**config.mk**
```make
export PLATFORM = sky130hd
export DESIGN_NAME = ceef_top
export DESIGN_NICKNAME = d
export VERILOG_FILES = /design/src/hw/ceef_pkg.sv /design/src/hw/ceef_threshold_arm.sv /design/src/hw/ceef_channel.sv /design/src/hw/ceef_top.sv
export SDC_FILE = /design/constraint.sdc
export NUM_CORES = 1
export LEC_CHECK = 0
export BUFFER_PORTS_ARGS = -buffer_cell sky130_fd_sc_hd__buf_4
export CAP_MARGIN = 25
export CORE_MARGIN = 2
export CORE_UTILIZATION = 46
export CTS_CLUSTER_DIAMETER = 200
export DETAILED_ROUTE_END_ITERATION = 8
export PLACE_DENSITY_LB_ADDON = 0.3
export SLEW_MARGIN = 20
export SYNTH_ARGS = -nofsm -noshare
export SYNTH_HDL_FRONTEND = slang
export SYNTH_SLANG_ARGS = --single-unit
```
**constraint.sdc**
```tcl
create_clock -name clk_sys_i -period 3.4 [get_ports clk_sys_i]
set_clock_uncertainty 0.2 [all_clocks]
set_input_delay 0.17 -clock clk_sys_i [delete_from_list [all_inputs] [get_ports clk_sys_i]]
set_output_delay 0.17 -clock clk_sys_i [all_outputs]
set_load 0.1 [all_outputs]
```
**src/hw/ceef_pkg.sv**
```systemverilog
// package: register map, field positions and constants for the error event flag block
package ceef_pkg;
  // register offsets (byte addresses within the channel window)
  localparam logic [19:0] CEEF_CAN0_FLAG_OFF = 20'h47F4D;
  localparam logic [19:0] CEEF_CAN1_FLAG_OFF = 20'h47B4D;
  localparam logic [19:0] CEEF_CAN0_IEN_OFF = 20'h47F4C;
  localparam logic [19:0] CEEF_CAN1_IEN_OFF = 20'h47B4C;
  localparam logic [19:0] CEEF_CAN0_REC_OFF = 20'h47F4E;
  localparam logic [19:0] CEEF_CAN1_REC_OFF = 20'h47B4E;
  localparam logic [19:0] CEEF_CAN0_TEC_OFF = 20'h47F4F;
  localparam logic [19:0] CEEF_CAN1_TEC_OFF = 20'h47B4F;
  localparam logic [19:0] CEEF_CAN0_CTL_OFF = 20'h47F40;
  localparam logic [19:0] CEEF_CAN1_CTL_OFF = 20'h47B40;
  // flag bit positions
  localparam int CEEF_BIT_BUS_ERR = 0;
  localparam int CEEF_BIT_WARN = 1;
  localparam int CEEF_BIT_PASSIVE = 2;
  localparam int CEEF_BIT_BO_ENTRY = 3;
  localparam int CEEF_BIT_BO_RECOV = 4;
  localparam int CEEF_BIT_OVERRUN = 5;
  localparam int CEEF_BIT_OVERLOAD = 6;
  localparam int CEEF_BIT_BUS_LOCK = 7;
  // control register fields: mode [1:0], busoff handling [3:2], forced recovery [4]
  localparam int CEEF_CTL_MODE_LSB = 0;
  localparam int CEEF_CTL_BOH_LSB = 2;
  localparam int CEEF_CTL_FORCE_BIT = 4;
  // reset values
  localparam logic [7:0] CEEF_FLAG_RST = 8'h00;
  localparam logic [7:0] CEEF_IEN_RST = 8'h00;
  localparam logic [7:0] CEEF_CTL_RST = 8'h01;
  // thresholds
  localparam logic [8:0] CEEF_WARN_LIMIT = 9'h05F;
  localparam logic [8:0] CEEF_PASSIVE_LIMIT = 9'h07F;
  localparam logic [8:0] CEEF_BUSOFF_LIMIT = 9'h0FF;
  localparam int CEEF_LOCK_BITS = 32;
  localparam int CEEF_RECOV_SEQ = 128;
  localparam int CEEF_RECOV_BITS = 11;
  localparam int CEEF_NORMAL_MBOX = 32;
  localparam int CEEF_FIFO_MBOX = 24;
  // operating modes and busoff handling codes
  typedef enum logic [1:0] {
    CEEF_MODE_OPER = 2'b00,
    CEEF_MODE_RESET = 2'b01,
    CEEF_MODE_HALT = 2'b10,
    CEEF_MODE_SLEEP = 2'b11
  } ceef_mode_t;
  localparam logic [1:0] CEEF_BOH_AUTO_HALT = 2'b01;
  localparam logic [1:0] CEEF_BOH_HALT_REQ = 2'b11;
  // channel register decode
  typedef enum logic [2:0] {
    CEEF_REG_NONE = 3'h0,
    CEEF_REG_FLAG = 3'h1,
    CEEF_REG_IEN = 3'h2,
    CEEF_REG_REC = 3'h3,
    CEEF_REG_TEC = 3'h4,
    CEEF_REG_CTL = 3'h5
  } ceef_reg_t;
endpackage

```
**src/hw/ceef_threshold_arm.sv**
```systemverilog
// threshold crossing detector that fires once per rise above a limit
`timescale 1ns/1ps
`default_nettype none
module ceef_threshold_arm #(
  parameter logic [8:0] LIMIT = 9'h05F
) (
  input wire logic clk_sys_i,
  input wire logic reset_i,
  input wire logic [8:0] rec_i,
  input wire logic [8:0] tec_i,
  output logic rise_o
);
  logic armed_q;
  logic above;
  logic below;
  // above when either count exceeds, re-arm only when both have fallen below
  assign above = (rec_i > LIMIT) || (tec_i > LIMIT);
  assign below = (rec_i < LIMIT) && (tec_i < LIMIT);
  assign rise_o = armed_q && above;
  // once fired the detector stays quiet until both counts drop, so a clear cannot retrigger
  always_ff @(posedge clk_sys_i) begin
    if (reset_i) begin
      armed_q <= 1'b1;
    end else if (rise_o) begin
      armed_q <= 1'b0;
    end else if (below) begin
      armed_q <= 1'b1;
    end
  end
endmodule
`default_nettype wire

```
**src/hw/ceef_channel.sv**
```systemverilog
// one channel: error event flags, their set sources from counts and bus events, and clear writes for one controller
`timescale 1ns/1ps
`default_nettype none
module ceef_channel (
  input wire logic clk_sys_i,
  input wire logic reset_i,
  input wire logic flag_wr_i,
  input wire logic [7:0] wdata_i,
  input wire logic [1:0] mode_i,
  input wire logic [1:0] busoff_hdl_i,
  input wire logic force_rec_i,
  input wire logic fifo_mode_i,
  input wire logic bus_error_i,
  input wire logic [8:0] rec_i,
  input wire logic [8:0] tec_i,
  input wire logic recovery_done_i,
  input wire logic [31:0] mbox_overrun_i,
  input wire logic [31:0] mbox_overrun_mode_i,
  input wire logic fifo_overrun_i,
  input wire logic fifo_overrun_mode_i,
  input wire logic overload_i,
  input wire logic bit_valid_i,
  input wire logic bit_dominant_i,
  output logic [7:0] flags_o
);
  logic [7:0] flag_q;
  logic [7:0] flag_d;
  logic [7:0] set_ev;
  logic warn_rise;
  logic passive_rise;
  logic busoff_q;
  logic busoff_now;
  logic bo_entry;
  logic recov_blocked_q;
  logic [5:0] dom_cnt_q;
  logic lock_armed_q;
  logic lock_hit;
  logic oper;
  logic [1:0] mode_prev_q;
  logic left_oper_q;
  logic overrun_hit;
  logic [31:0] mbox_mask;

  ceef_threshold_arm #(
    .LIMIT(ceef_pkg::CEEF_WARN_LIMIT)
  ) u_warn (
    .clk_sys_i(clk_sys_i),
    .reset_i(reset_i),
    .rec_i(rec_i),
    .tec_i(tec_i),
    .rise_o(warn_rise)
  );

  ceef_threshold_arm #(
    .LIMIT(ceef_pkg::CEEF_PASSIVE_LIMIT)
  ) u_passive (
    .clk_sys_i(clk_sys_i),
    .reset_i(reset_i),
    .rec_i(rec_i),
    .tec_i(tec_i),
    .rise_o(passive_rise)
  );

  // bus-off entry: the counter has passed 255, whatever the handling setting
  assign busoff_now = (tec_i > ceef_pkg::CEEF_BUSOFF_LIMIT);
  assign bo_entry = busoff_now && !busoff_q;
  assign oper = (mode_i == ceef_pkg::CEEF_MODE_OPER);
  // fifo mode only watches mailboxes below the fifo region
  assign mbox_mask = fifo_mode_i ? 32'h00FFFFFF : 32'hFFFFFFFF;
  assign overrun_hit = |(mbox_overrun_i & mbox_overrun_mode_i & mbox_mask)
                     || (fifo_mode_i && fifo_overrun_i && fifo_overrun_mode_i);
  assign lock_hit = oper && lock_armed_q && bit_valid_i && bit_dominant_i
                  && (dom_cnt_q == 6'(ceef_pkg::CEEF_LOCK_BITS - 1));

  // set sources per flag
  always_comb begin
    set_ev = 8'h00;
    set_ev[ceef_pkg::CEEF_BIT_BUS_ERR] = bus_error_i;
    set_ev[ceef_pkg::CEEF_BIT_WARN] = warn_rise;
    set_ev[ceef_pkg::CEEF_BIT_PASSIVE] = passive_rise;
    set_ev[ceef_pkg::CEEF_BIT_BO_ENTRY] = bo_entry;
    set_ev[ceef_pkg::CEEF_BIT_BO_RECOV] = recovery_done_i && !recov_blocked_q
                                         && (busoff_hdl_i != ceef_pkg::CEEF_BOH_AUTO_HALT);
    set_ev[ceef_pkg::CEEF_BIT_OVERRUN] = overrun_hit;
    set_ev[ceef_pkg::CEEF_BIT_OVERLOAD] = overload_i;
    set_ev[ceef_pkg::CEEF_BIT_BUS_LOCK] = lock_hit;
  end

  // software writes zeros to clear, ones keep; hardware set wins over clear
  assign flag_d = ((flag_wr_i ? (flag_q & wdata_i) : flag_q)) | set_ev;
  assign flags_o = flag_q;

  always_ff @(posedge clk_sys_i) begin
    if (reset_i) begin
      flag_q <= ceef_pkg::CEEF_FLAG_RST;
      busoff_q <= 1'b0;
    end else begin
      flag_q <= flag_d;
      busoff_q <= busoff_now;
    end
  end

  // recovery by reset mode, forced recovery or a halt request blocks the flag until next entry
  always_ff @(posedge clk_sys_i) begin
    if (reset_i) begin
      recov_blocked_q <= 1'b0;
    end else if (bo_entry) begin
      recov_blocked_q <= 1'b0;
    end else if (busoff_q && (mode_i == ceef_pkg::CEEF_MODE_RESET || force_rec_i)) begin
      recov_blocked_q <= 1'b1;
    end else if (busoff_q && busoff_hdl_i == ceef_pkg::CEEF_BOH_HALT_REQ
                 && mode_i == ceef_pkg::CEEF_MODE_HALT) begin
      recov_blocked_q <= 1'b1;
    end
  end

  // dominant run counter; recessive bit resets it and, while the lock flag is clear, re-arms lock detection
  always_ff @(posedge clk_sys_i) begin
    if (reset_i) begin
      dom_cnt_q <= 6'h00;
      lock_armed_q <= 1'b1;
      mode_prev_q <= ceef_pkg::CEEF_MODE_RESET;
      left_oper_q <= 1'b0;
    end else begin
      mode_prev_q <= mode_i;
      if (!oper) begin
        dom_cnt_q <= 6'h00;
        if (mode_i == ceef_pkg::CEEF_MODE_RESET || mode_i == ceef_pkg::CEEF_MODE_HALT) begin
          left_oper_q <= 1'b1;
        end
      end else if (bit_valid_i) begin
        dom_cnt_q <= bit_dominant_i ? ((dom_cnt_q == 6'h3F) ? dom_cnt_q : dom_cnt_q + 6'h01)
                                    : 6'h00;
      end
      if (lock_hit) begin
        lock_armed_q <= 1'b0;
      end else if (bit_valid_i && !bit_dominant_i && !flag_q[ceef_pkg::CEEF_BIT_BUS_LOCK]) begin
        lock_armed_q <= 1'b1;
      end else if (oper && left_oper_q && mode_prev_q != ceef_pkg::CEEF_MODE_OPER) begin
        lock_armed_q <= 1'b1;
        left_oper_q <= 1'b0;
      end
    end
  end
endmodule
`default_nettype wire

```
**src/hw/ceef_top.sv**
```systemverilog
// top: register port for both channels' error event flags, enables, counters and control
`timescale 1ns/1ps
`default_nettype none
// Behaviour
// - flags set on their event regardless of the enable bits
// - writing 0 clears a flag, writing 1 leaves it alone
// - a set in the same cycle as a clear leaves the flag set
// - bus error flag sets on any detected bus error
// - warning flag sets when either error count rises above 95
// - after clear, warning re-sets only after both counts fell below 95
// - passive flag sets when either error count rises above 127
// - after clear, passive re-sets only after both counts fell below 127
// - bus-off entry flag sets when transmit count passes 255, any handling setting
// - recovery flag sets on normal recovery for handling 00b, 10b, 11b
// - no recovery flag when left via reset mode or forced recovery
// - handling 01b never sets the recovery flag
// - handling 11b sets recovery only if recovery precedes a halt request
// - overrun flag only for overrun-mode mailboxes, never overwrite mode
// - normal mailbox mode watches mailboxes 0 to 31
// - fifo mailbox mode watches mailboxes 0 to 23 and the receive fifo
// - overload flag sets when an overload frame is required
// - bus lock flag sets on 32 dominant bits in operation mode
// - bus lock re-arms on recessive bits while its flag is clear, or a pass through reset or halt
// - receive error count readable
// - transmit error count readable
// - a flag requests an interrupt only when its enable is 1
module ceef_top (
  input wire logic clk_sys_i,
  input wire logic reset_i,
  input wire logic [19:0] addr_i,
  input wire logic [7:0] wdata_i,
  input wire logic wr_i,
  input wire logic rd_i,
  output logic [7:0] rdata_o,
  input wire logic [1:0] fifo_mode_i,
  input wire logic [1:0] bus_error_i,
  input wire logic [17:0] rec_i,
  input wire logic [17:0] tec_i,
  input wire logic [1:0] recovery_done_i,
  input wire logic [63:0] mbox_overrun_i,
  input wire logic [63:0] mbox_overrun_mode_i,
  input wire logic [1:0] fifo_overrun_i,
  input wire logic [1:0] fifo_overrun_mode_i,
  input wire logic [1:0] overload_i,
  input wire logic [1:0] bit_valid_i,
  input wire logic [1:0] bit_dominant_i,
  output logic [3:0] mode_o,
  output logic [3:0] busoff_hdl_o,
  output logic [1:0] error_irq_o
);
  logic [7:0] ien_q [2];
  logic [7:0] ctl_q [2];
  logic [7:0] flags [2];
  logic [7:0] rdata_q;
  logic [7:0] rdata_d;
  logic hit_ch;
  ceef_pkg::ceef_reg_t reg_sel;

  // map an address onto channel and register
  function automatic ceef_pkg::ceef_reg_t decode(input logic [19:0] a, input logic ch);
    ceef_pkg::ceef_reg_t r;
    r = ceef_pkg::CEEF_REG_NONE;
    if (a == (ch ? ceef_pkg::CEEF_CAN1_FLAG_OFF : ceef_pkg::CEEF_CAN0_FLAG_OFF)) begin
      r = ceef_pkg::CEEF_REG_FLAG;
    end else if (a == (ch ? ceef_pkg::CEEF_CAN1_IEN_OFF : ceef_pkg::CEEF_CAN0_IEN_OFF)) begin
      r = ceef_pkg::CEEF_REG_IEN;
    end else if (a == (ch ? ceef_pkg::CEEF_CAN1_REC_OFF : ceef_pkg::CEEF_CAN0_REC_OFF)) begin
      r = ceef_pkg::CEEF_REG_REC;
    end else if (a == (ch ? ceef_pkg::CEEF_CAN1_TEC_OFF : ceef_pkg::CEEF_CAN0_TEC_OFF)) begin
      r = ceef_pkg::CEEF_REG_TEC;
    end else if (a == (ch ? ceef_pkg::CEEF_CAN1_CTL_OFF : ceef_pkg::CEEF_CAN0_CTL_OFF)) begin
      r = ceef_pkg::CEEF_REG_CTL;
    end
    return r;
  endfunction

  // channel 1 wins decode when it matches, otherwise channel 0
  assign hit_ch = (decode(addr_i, 1'b1) != ceef_pkg::CEEF_REG_NONE);
  assign reg_sel = decode(addr_i, hit_ch);

  for (genvar c = 0; c < 2; c++) begin : g_ch
    logic fwr;
    // software clears flags with a whole-byte write of ones except the target
    assign fwr = wr_i && (hit_ch == 1'(c)) && (reg_sel == ceef_pkg::CEEF_REG_FLAG);
    ceef_channel u_ch (
      .clk_sys_i(clk_sys_i),
      .reset_i(reset_i),
      .flag_wr_i(fwr),
      .wdata_i(wdata_i),
      .mode_i(ctl_q[c][ceef_pkg::CEEF_CTL_MODE_LSB +: 2]),
      .busoff_hdl_i(ctl_q[c][ceef_pkg::CEEF_CTL_BOH_LSB +: 2]),
      .force_rec_i(ctl_q[c][ceef_pkg::CEEF_CTL_FORCE_BIT]),
      .fifo_mode_i(fifo_mode_i[c]),
      .bus_error_i(bus_error_i[c]),
      .rec_i(rec_i[9*c +: 9]),
      .tec_i(tec_i[9*c +: 9]),
      .recovery_done_i(recovery_done_i[c]),
      .mbox_overrun_i(mbox_overrun_i[32*c +: 32]),
      .mbox_overrun_mode_i(mbox_overrun_mode_i[32*c +: 32]),
      .fifo_overrun_i(fifo_overrun_i[c]),
      .fifo_overrun_mode_i(fifo_overrun_mode_i[c]),
      .overload_i(overload_i[c]),
      .bit_valid_i(bit_valid_i[c]),
      .bit_dominant_i(bit_dominant_i[c]),
      .flags_o(flags[c])
    );
    // request held while any enabled flag stays set
    assign error_irq_o[c] = |(flags[c] & ien_q[c]);
    assign mode_o[2*c +: 2] = ctl_q[c][ceef_pkg::CEEF_CTL_MODE_LSB +: 2];
    assign busoff_hdl_o[2*c +: 2] = ctl_q[c][ceef_pkg::CEEF_CTL_BOH_LSB +: 2];

    // enable and control registers; forced recovery bit self-clears after one cycle
    always_ff @(posedge clk_sys_i) begin
      if (reset_i) begin
        ien_q[c] <= ceef_pkg::CEEF_IEN_RST;
        ctl_q[c] <= ceef_pkg::CEEF_CTL_RST;
      end else begin
        ctl_q[c][ceef_pkg::CEEF_CTL_FORCE_BIT] <= 1'b0;
        if (wr_i && hit_ch == 1'(c) && reg_sel == ceef_pkg::CEEF_REG_IEN) begin
          ien_q[c] <= wdata_i;
        end
        if (wr_i && hit_ch == 1'(c) && reg_sel == ceef_pkg::CEEF_REG_CTL) begin
          ctl_q[c] <= wdata_i & 8'h1F;
        end
      end
    end
  end

  // read mux; counters read as their low 8 bits with bit 8 saturating to FF
  always_comb begin
    rdata_d = 8'h00;
    case (reg_sel)
      ceef_pkg::CEEF_REG_FLAG: rdata_d = flags[hit_ch];
      ceef_pkg::CEEF_REG_IEN: rdata_d = ien_q[hit_ch];
      ceef_pkg::CEEF_REG_REC: begin
        rdata_d = sat8(rec_i[9*hit_ch +: 9]);
      end
      ceef_pkg::CEEF_REG_TEC: begin
        rdata_d = sat8(tec_i[9*hit_ch +: 9]);
      end
      ceef_pkg::CEEF_REG_CTL: rdata_d = ctl_q[hit_ch];
      default: rdata_d = 8'h00;
    endcase
  end

  function automatic logic [7:0] sat8(input logic [8:0] v);
    return v[8] ? 8'hFF : v[7:0];
  endfunction

  // read data stand only in the cycle after the strobe
  always_ff @(posedge clk_sys_i) begin
    if (reset_i) begin
      rdata_q <= 8'h00;
    end else begin
      rdata_q <= rd_i ? rdata_d : 8'h00;
    end
  end
  assign rdata_o = rdata_q;
endmodule
`default_nettype wire

```
# Word level (Yosys, flattened, before mapping)
# Memories as Yosys holds them, arrays and structs flattened.
# Cells that the tools add are included.
dict set report totals {
  inputBits 212
  regBits 52
  memories 2
  ramBits 26
  output_inout_bits 18
  word_cells 267
}
dict set report classes {
  shifts 2
  addsub 2
  muxes 80
  multipliers 1
  eq_ne 29
  n_lt_le_gt_ge 19
  bitwise_logic 23
  reduce_logical 90
}
# memory words width read_ports rd_ports_with_merged_regs write_ports line
set mem_list {}
lappend mem_list {ien_q 2 8 3 0 2 ceef_top.sv:51} ;# logic [7:0] ien_q [2];
lappend mem_list {ctl_q 2 5 3 0 2 ceef_top.sv:52} ;# logic [7:0] ctl_q [2];
# op count
set ops {}
lappend ops {{32-bit bitwise AND} 4}
lappend ops {{20-bit by 19-bit == test with 1-bit output} 5}
lappend ops {{20-bit by 19-bit == test with 1-bit output (second input constant)} 5}
lappend ops {{9-bit by 7-bit greater-than comparator with 1-bit output (second input constant)} 8}
lappend ops {{9-bit by 7-bit less-than comparator with 1-bit output (second input constant)} 8}
lappend ops {{8-bit two-way mux} 9}
lappend ops {{32-bit two-way mux} 2}
lappend ops {{32-bit OR reduction} 2}
lappend ops {{11-bit two-way mux} 5}
lappend ops {{1-bit logical AND} 48}
lappend ops {{1-bit two-way mux} 47}
lappend ops {{8-bit case mux with 5 select lines} 1}
lappend ops {{18-bit by 6-bit indexed part select with 9-bit output} 2}
lappend ops {{8-bit bitwise AND} 4}
lappend ops {{3-bit two-way mux} 10}
lappend ops {{6-bit two-way mux} 4}
lappend ops {{9-bit by 8-bit greater-than comparator with 1-bit output (second input constant)} 2}
lappend ops {{8-bit OR} 2}
lappend ops {{2-bit nonzero test} 8}
lappend ops {{8-bit OR reduction} 2}
lappend ops {{6-bit by 1-bit adder with 6-bit output (second input constant)} 2}
lappend ops {{6-bit by 5-bit == test with 1-bit output (second input constant)} 2}
lappend ops {{6-bit == test (second input constant)} 2}
lappend ops {{1-bit logical OR} 10}
lappend ops {{18 further kinds} 52}

# Longest topological paths before layout
# Gate-level depths: netlist (run 1).
dict set report depth {
  depth_word 20
  ltp_mapped 8
  depth_no_buf 7
}

# Cells and area by module
# From an unflattened synthesis (run 1), not the netlist that was laid out.
dict set report unflattened {
  cells_unflattened 506
  area_unflattened_um2 4664.5
}
# mod seq_area_each_um2 area_per_inst_um2 n_inst cells_each
set by_module_without_submodules {}
lappend by_module_without_submodules {ceef_top 930.9 2182.1 1 218}
lappend by_module_without_submodules {ceef_channel 400.4 1039.7 2 119}
lappend by_module_without_submodules {{ceef_threshold_arm at g_ch[0].u_ch.u_warn ...} 20.0 103.8 2 14}
lappend by_module_without_submodules {{ceef_threshold_arm at g_ch[0].u_ch.u_passive ...} 20.0 97.6 2 11}

# Worst setup path after synthesis (run 1)
# OpenSTA, ideal clock, no wires.
dict set report synth_timing {
  path_type {in2reg}
  from {in addr_i[5]}
  to {mem ien_q[1][0] (enable)}
  t_required_ns 2.874
  setup_time_ns 0.326
  arrival_ns 1.977
  path_slack_ns 0.897
  n_path_buf 0
  stages 4
  cell_sequence {or4b_4 or4_4 nor3b_1 a21o_1}
}
# item line
set synth_lines {}
lappend synth_lines {{start: declaration} ceef_top.sv:30} ;# input wire logic [19:0] addr_i,
lappend synth_lines {{end: declaration} ceef_top.sv:51}

# Worst setup path in the final report (run 1)
dict set report layout_timing {
  from {in mbox_overrun_mode_i[50]}
  to {reg g_ch[1].u_ch.flag_q[5]}
}
dict set report layout_via {
  elab_chain_cells 5
}
# item line
set layout_lines {}
lappend layout_lines {{start: declaration} ceef_top.sv:41} ;# input wire logic [63:0] mbox_overrun_mode_i,
lappend layout_lines {{32-bit bitwise AND (2 in a row)} ceef_channel.sv:70} ;# assign overrun_hit = |(mbox_overrun_i & mbox_overrun_mode_i & mbox_mask)
lappend layout_lines {{32-bit OR reduction} ceef_channel.sv:70}
lappend layout_lines {{1-bit logical OR} ceef_channel.sv:71} ;# || (fifo_mode_i && fifo_overrun_i && fifo_overrun_mode_i);
lappend layout_lines {{8-bit OR} ceef_channel.sv:90} ;# assign flag_d = ((flag_wr_i ? (flag_q & wdata_i) : flag_q)) | set_ev;
lappend layout_lines {{end signal: assignment} ceef_channel.sv:95} ;# flag_q <= ceef_pkg::CEEF_FLAG_RST;
lappend layout_lines {{end signal: assignment} ceef_channel.sv:98} ;# flag_q <= flag_d;
lappend layout_lines {{end: declaration} ceef_channel.sv:26} ;# logic [7:0] flag_q;
# Every way passes these cells.
# A chain may end at the register's enable or synchronous reset.

==> results of run 1 <==
[power by group through the flow]
| stage | clock (mW) | sequential, mW | combinational (mW) |
|---|---|---|---|
| 2_1_floorplan | 0 | 1.07 | 0.148 |
| 3_3_place_gp | 0 | 1.05 | 0.435 |
| 3_5_place_dp | 0 | 1.05 | 0.442 |
| 4_1_cts | 0.725 | 1.03 | 0.477 |
| 5_1_grt | 0.766 | 1.03 | 0.513 |
| 6_report | 0.726 | 1.03 | 0.487 |
[state kept, by name, indices dropped and copies added, names as in the netlist]
name                         count
ctl_q                           10
g_ch.u_ch.busoff_q               2
g_ch.u_ch.dom_cnt_q             12
g_ch.u_ch.flags_o               16
g_ch.u_ch.left_oper_q            2
g_ch.u_ch.lock_armed_q           2
g_ch.u_ch.mode_prev_q            4
g_ch.u_ch.recov_blocked_q        2
g_ch.u_ch.u_passive.armed_q      2
g_ch.u_ch.u_warn.armed_q         2
ien_q                           16
rdata_o                          8
[worst register-to-register path, stage by stage (launching register included)]
cell and delay [ns]:
dfxtp_1 0.37, a22oi_1 0.20, nand4_1 0.15, a2111oi_2 0.36
dlygate4sd3_1 0.59, nor2_1 0.05
[cell usage after synthesis (4+ instances only)]
master     n
and4_1     4
ha_1       8
nand2b_1  19
xor2_1     7
a22oi_1   31
a221oi_1  10
nor3_1    14
nand3_1   20
dfxtp_1   53
and2_1    25
clkbuf_1  15
nand4_1   12
a22o_1    12
o21ai_0   29
a21o_1     6
nand2_1   29
a21oi_1   31
o21bai_1   4
nor2_1    56
edfxtp_1  25
a31oi_1    7
inv_1     13
or2_2      6
[cell usage in the layout (no fill, tap or decap), types with 7 or more instances in the layout]
master / Yosys / final
dlygate4sd3_1: 0 / 38
a22o_1: 12 / 12
nand2b_1: 19 / 19
edfxtp_1: 25 / 25
a31oi_1: 7 / 7
nand3_1: 20 / 20
o21ai_0: 29 / 29
inv_1: 13 / 13
and2_1: 25 / 25
nor3_1: 14 / 14
a22oi_1: 31 / 31
clkbuf_8: 0 / 9
nand4_1: 12 / 12
nand2_1: 29 / 29
ha_1: 8 / 8
dfxtp_1: 53 / 53
buf_4: 0 / 236
a21oi_1: 31 / 31
a221oi_1: 10 / 10
nor2_1: 56 / 56
xor2_1: 7 / 7
[per-layer routing]
metal | share of wire (%) | up-vias | track usage (%)
met5 | 0 | - | 0
met2 | 50 | 367 | 60.2
li1 | - | 2459 | -
met4 | 4.1 | 0 | 15.6
met1 | 36 | 2573 | 40.2
met3 | 9.8 | 63 | 8.41
[worst max-delay path by stage]
stage                                       start                       to  slack, ns
final                     mbox_overrun_mode_i[50]  g_ch[1].u_ch.flags_o[5]       0.21
after global routing      mbox_overrun_mode_i[50]  g_ch[1].u_ch.flags_o[5]       0.09
after CTS                 mbox_overrun_mode_i[50]  g_ch[1].u_ch.flags_o[5]       0.28
after detailed placement               addr_i[17]               rdata_o[6]       0.59
after global placement                 addr_i[17]               rdata_o[6]       0.61
after floorplan                         addr_i[5]              ien_q[1][0]       0.90
[metrics by stage]
stage          total power [mW]  hold slack (ns)
2_1_floorplan              1.22           0.0917
3_5_place_dp               1.49            0.217
4_1_cts                    2.23          0.00150
6_report                   2.24          0.00831
5_1_grt                    2.31          0.00392
3_3_place_gp               1.48            0.206
[logic make-up (layout without fill, tap and decap cells)]
| logic type | after synthesis | in the layout |
|---|---|---|
| AO/OA/AOI/OAI | 164 | 164 |
| XOR/XNOR | 8 | 8 |
| adder cells (fa/ha/maj) | 8 | 8 |
| buffers and inverters | 30 | 303 |
| flip-flops | 78 | 78 |
| multiplexers | 3 | 3 |
| other | 1 | 1 |
| AND/OR/NAND/NOR | 213 | 213 |
[repair_timing]
action	CTS	global route
endpoints found under the setup margin	0	1
endpoints found under the hold margin	48	0
hold buffers	38	0
resized for setup	0	2
[layout make-up]
cell class,count,area [um^2],share of cell area [%]
inverter,13,48.8,0.710
clock buffer,11,174,2.53
multi-input combinational,397,2490,36.3
sequential,78,1810,26.3
clock inverter,5,33.8,0.491
tap,129,161,2.35
timing repair buffer,274,2150,31.3
==> impl_metrics.toml, run 1 <==
[power_and_ir_drop]
power.density_mw_per_mm2 = 326
pwr-share-clk_pct = 32.4
seq_power_share_pct = 45.9
swShare_pct = 28.2
vdd_ir_drop_max_uv = 201
p_comb_share_pct = 21.7
p_switching_mw = 0.631
p_int_mw = 1.61
leakage_nw = 2.91

[min_path]
hold_path_class = "in -> reg"
hp-start = "mbox_overrun_i[23]"
holdPathEnd = "g_ch[0].u_ch.flags_o[5]"
whs_path_depth = 5

[clock_tree]
clk_latency_ns = 0.37
cts.sink_count = 78
cts_tree = "yes"
cts_buffers = 9
clock_path_buffers = 2
clockRootBuffer = "clkbuf_8"
h-tree-depth = 3
clk_pin_slew_ns = 0.08
postCtsSetupBuffers = 0

[floorplanning]
start_util_pct = 47.6
rows = 35
fp.dieH_um = 102
core_area_mm2 = 0.00928
dieArea_mm2 = 0.0104
io_pins = 230
die_w_um = 102

[detailed_routing]
firstDrtPassIters = 5
ant_nets = 0
via_count = 5462
via_per_inst = 6.02
drt-total-wl_um = 18700
routedWlPerCell_um = 20.6
initialDrtViolationCount = 398
drc = 0

[worst_setup_path]
path_max_fanout = 1
cp_top_family = "buffers and inverters"
path_common_cell = "dlygate4sd3_1"
critical_path.max_stage_delay_ns = 0.60
r2r_slack_ns = 1.36
path_cells = "dlygate4sd3_1 > buf_4 > a221oi_1 > dlygate4sd3_1 > nand4_1 > dlygate4sd3_1 > a2111oi_2 > dlygate4sd3_1 > nor2_1"
rr_worst_depth = 5
critPathBufInv = 5
critPathRequiredTime_ns = 3.43
crit_arrival_ns = 3.22
slowest_stage = "dlygate4sd3_1"
endpoint_kind = "flop"
rr_endpoint = "g_ch[1].u_ch.flags_o[5]"
crit_type = "in -> reg"
timing.rr.start = "g_ch[1].u_ch.flags_o[5]"
startpoint_type = "primary input"
crit_cells = 9

[sta]
min_period_over_period_pct = 93.7
rsz0062_at_grt = "no"
fin_crit_ns = 3.19
slew_headroom_pct = 50.7
finalSetupViolCount = 0
finalSetupTns_ns = 0
post-route-worst-setup-slack_ns = 0.213
drv_slew = 0
finalHoldViolations = 0
worst_pin_slew_ns = 0.729
fmax_ghz = 0.314

[final_layout]
fillers = 688
final_core_util_pct = 74.1
areaGrowthSynthToFinish_pct = 55.7
layout.nets = 993
final_area_mm2 = 0.00688
antennaDiodeCount = 0
drive_above_1_share_pct = 34.2
fin_cells = 907

[logic_synthesis]
synthAdderAreaFrac_pct = 2.27
synth_top_cell_by_area = "dfxtp_1"
synth_seq_cells = 78
synth_simple_gate_area_share_pct = 25.7
syn_area_mm2 = 0.00442
syn_avg_cell_area_um2 = 8.74
ys_types = 61
synthArstFlopShare_pct = 0
synth.mux.area_fraction_pct = 0.737
synth_cells = 505
synth.area.top_cells = "dfxtp_1, edfxtp_1, a22oi_1"
synth_edf_count = 25
synthXorXnorAreaFrac_pct = 1.59
netlist.area_leader.share_pct = 24.0
synth_top_family_by_area = "compound AO/OA/AOI/OAI gates"
synth_warnings = 0
synth-main-ff-cell = "dfxtp_1"
syn-num-nets = 725
ys_seq_area_share_pct = 41.0
synth-compound-area-share_pct = 26.0

[placement]
place_congestion = 0.967
post_dp_cell_area_mm2 = 0.00628
portBuffers = 229
post-place-ws_ns = 0.592
dp.cells = 853
place_hpwl_um = 14400

[global_route]
grt_max_degree = 41
antenna_found_initial = 0
track_usage_pct = 34.5
grt_pass1_vias = 5367
grt_overflow = 0
grt_pass1_wl_um = 27100

[run_status]
status = "finished, final reports clean"

[job]
max_cap_viol_count = 0
Note: power is estimated with default switching activity, not from simulation.
==> run 2: changes to the inputs <==
--- a/config.mk
+++ b/config.mk
@@ -11,7 +11,7 @@
 export CORE_UTILIZATION = 46
 export CTS_CLUSTER_DIAMETER = 200
 export DETAILED_ROUTE_END_ITERATION = 8
-export PLACE_DENSITY_LB_ADDON = 0.3
+export PLACE_DENSITY = 0.83
 export SLEW_MARGIN = 20
 export SYNTH_ARGS = -nofsm -noshare
 export SYNTH_HDL_FRONTEND = slang
==> impl_metrics.toml, run 2 (synthesis gave the netlist of run 1 again) <==
[sta]
finalSetupTns_ns = 0
fmax_ghz = 0.358
hold_slack_ns = 0.00279
drv_slew = 0
finalHoldViolations = 0
finalSetupViolCount = 0
min_period_over_period_pct = 82.2
rsz0062_at_grt = "no"
worst_pin_slew_ns = 0.587
slew_headroom_pct = 60.3
fin_crit_ns = 2.79

[worst_setup_path]
critPathRequiredTime_ns = 3.44
endpoint_kind = "flop"
crit_type = "in -> reg"
path_max_fanout = 8
critical_path.max_stage_delay_ns = 0.62
path_cells = "buf_4 > or4b_1 > or4_4 > nor3_2 > nand3_1 > o21ai_0 > a21oi_1 > dlygate4sd3_1"
startpoint_type = "primary input"
slowest_stage = "or4b_1"
cp_top_family = "simple AND/OR/NAND/NOR gates"
critPathBufInv = 2
crit_arrival_ns = 2.83

[clock_tree]
h-tree-depth = 3
cts_tree = "yes"
postCtsSetupBuffers = 0
cts.sink_count = 78
clockRootBuffer = "clkbuf_8"
clock_path_buffers = 2
clk_pin_slew_ns = 0.08
cts_buffers = 9
clk_latency_ns = 0.36

[floorplanning]
rows = 35
die_w_um = 102
core_area_mm2 = 0.00928
fp.dieH_um = 102
start_util_pct = 47.6
dieArea_mm2 = 0.0104
io_pins = 230

[detailed_routing]
drt-total-wl_um = 18000
via_per_inst = 5.91
ant_nets = 0
drc = 0
routedWlPerCell_um = 20.0
via_count = 5303
initialDrtViolationCount = 377
firstDrtPassIters = 6

[power_and_ir_drop]
p_int_mw = 1.61
swShare_pct = 27.7
power.density_mw_per_mm2 = 329
vdd_ir_drop_max_uv = 165
leakage_nw = 2.86
pwr-share-clk_pct = 32.6
p_switching_mw = 0.618
seq_power_share_pct = 46.0
p_comb_share_pct = 21.4

[job]
max_cap_viol_count = 0

[final_layout]
layout_commonest_cell = "buf_4"
layout.nets = 984
antennaDiodeCount = 0
fin_cells = 898
areaGrowthSynthToFinish_pct = 53.5
fillers = 712
drive_above_1_share_pct = 33.9
mostFrequentLayoutCells = "buf_4, nor2_1, dfxtp_1"

[global_route]
grt_overflow = 0
grt_max_degree = 41
antenna_found_initial = 0
grt_pass1_wl_um = 26600
grt_pass1_vias = 5275
track_usage_pct = 33.5

[placement]
dp.cells = 851
place_hpwl_um = 14200
place_congestion = 1.00
portBuffers = 229

[run_status]
status = "finished, final reports clean"

[min_path]
hold_path_class = "in -> reg"
run 2: cell count changes in the layout (fill, tap and decap cells not counted):
cell and change:
a2111oi_0 +1, a2111oi_2 -1, buf_4 -2, bufinv_16 +1
clkbuf_1 +2, clkbuf_16 -2, clkbuf_8 +1, clkinv_2 -2
clkinv_4 +1, dlygate4sd3_1 -7, inv_6 -1
run 2: metal layers:
layer / vias up / wire [um] / track usage (%)
met2: 290 / 8900 / 58.6
met3: 49 / 1480 / 6.77
li1: 2455 / - / -
met4: 0 / 705 / 14.8
met1: 2509 / 6870 / 39.8
met5: - / 0 / 0
run 2: timing repair:
item / CTS / global route
hold buffers: 31 / 0
gates resized for setup: 0 / 0
hold endpoints to repair: 43 / 0
run 2: power by group through the flow:
stage | registers, mW | clock network [mW] | logic [mW]
6_report | 1.03 | 0.727 | 0.477
2_1_floorplan | 1.07 | 0 | 0.148
5_1_grt | 1.03 | 0.762 | 0.505
4_1_cts | 1.03 | 0.724 | 0.472
3_3_place_gp | 1.05 | 0 | 0.436
3_5_place_dp | 1.05 | 0 | 0.442
run 2: path summary, 6_finish.rpt:
path / slack, ns / endpoint / depth (start not counted) / startpoint
setup / recovery: 0.61 / g_ch[1].u_ch.flags_o[6] / 8 / addr_i[17]
hold / removal: 0.003 / g_ch[1].u_ch.flags_o[5] / 5 / mbox_overrun_mode_i[36]
setup reg to reg: 1.43 / g_ch[0].u_ch.dom_cnt_q[5] / 7 / g_ch[0].u_ch.dom_cnt_q[0]
hold reg to reg: 0.27 / g_ch[0].u_ch.flags_o[2] / 2 / g_ch[0].u_ch.u_passive.armed_q
run 2: through the flow:
stage	utilization, %	worst slack (ns)	instance area [um^2]	total power [mW]
2_1_floorplan	-	0.897	4420	1.22
3_5_place_dp	67.5	0.508	6270	1.49
4_1_cts	73.0	0.653	6780	2.22
5_1_grt	73.0	0.398	6780	2.30
3_3_place_gp	67.5	0.600	6270	1.48
6_report	73.0	0.607	6780	2.23
run 2: layout make-up:
class                      count  area [um^2]  area share, %
multi-input combinational    397         2490           36.7
timing repair buffer         265         2070           30.5
sequential                    78         1810           26.7
tap                          129          161           2.38
clock buffer                  12          145           2.14
clock inverter                 4         53.8          0.794
inverter                      13         48.8          0.720
run 2: worst min-delay path, stage by stage:
cell and delay [ns]:
buf_4 0.08, a22oi_1 0.05, nand4_1 0.08, a2111oi_0 0.06, nor2_1 0.08
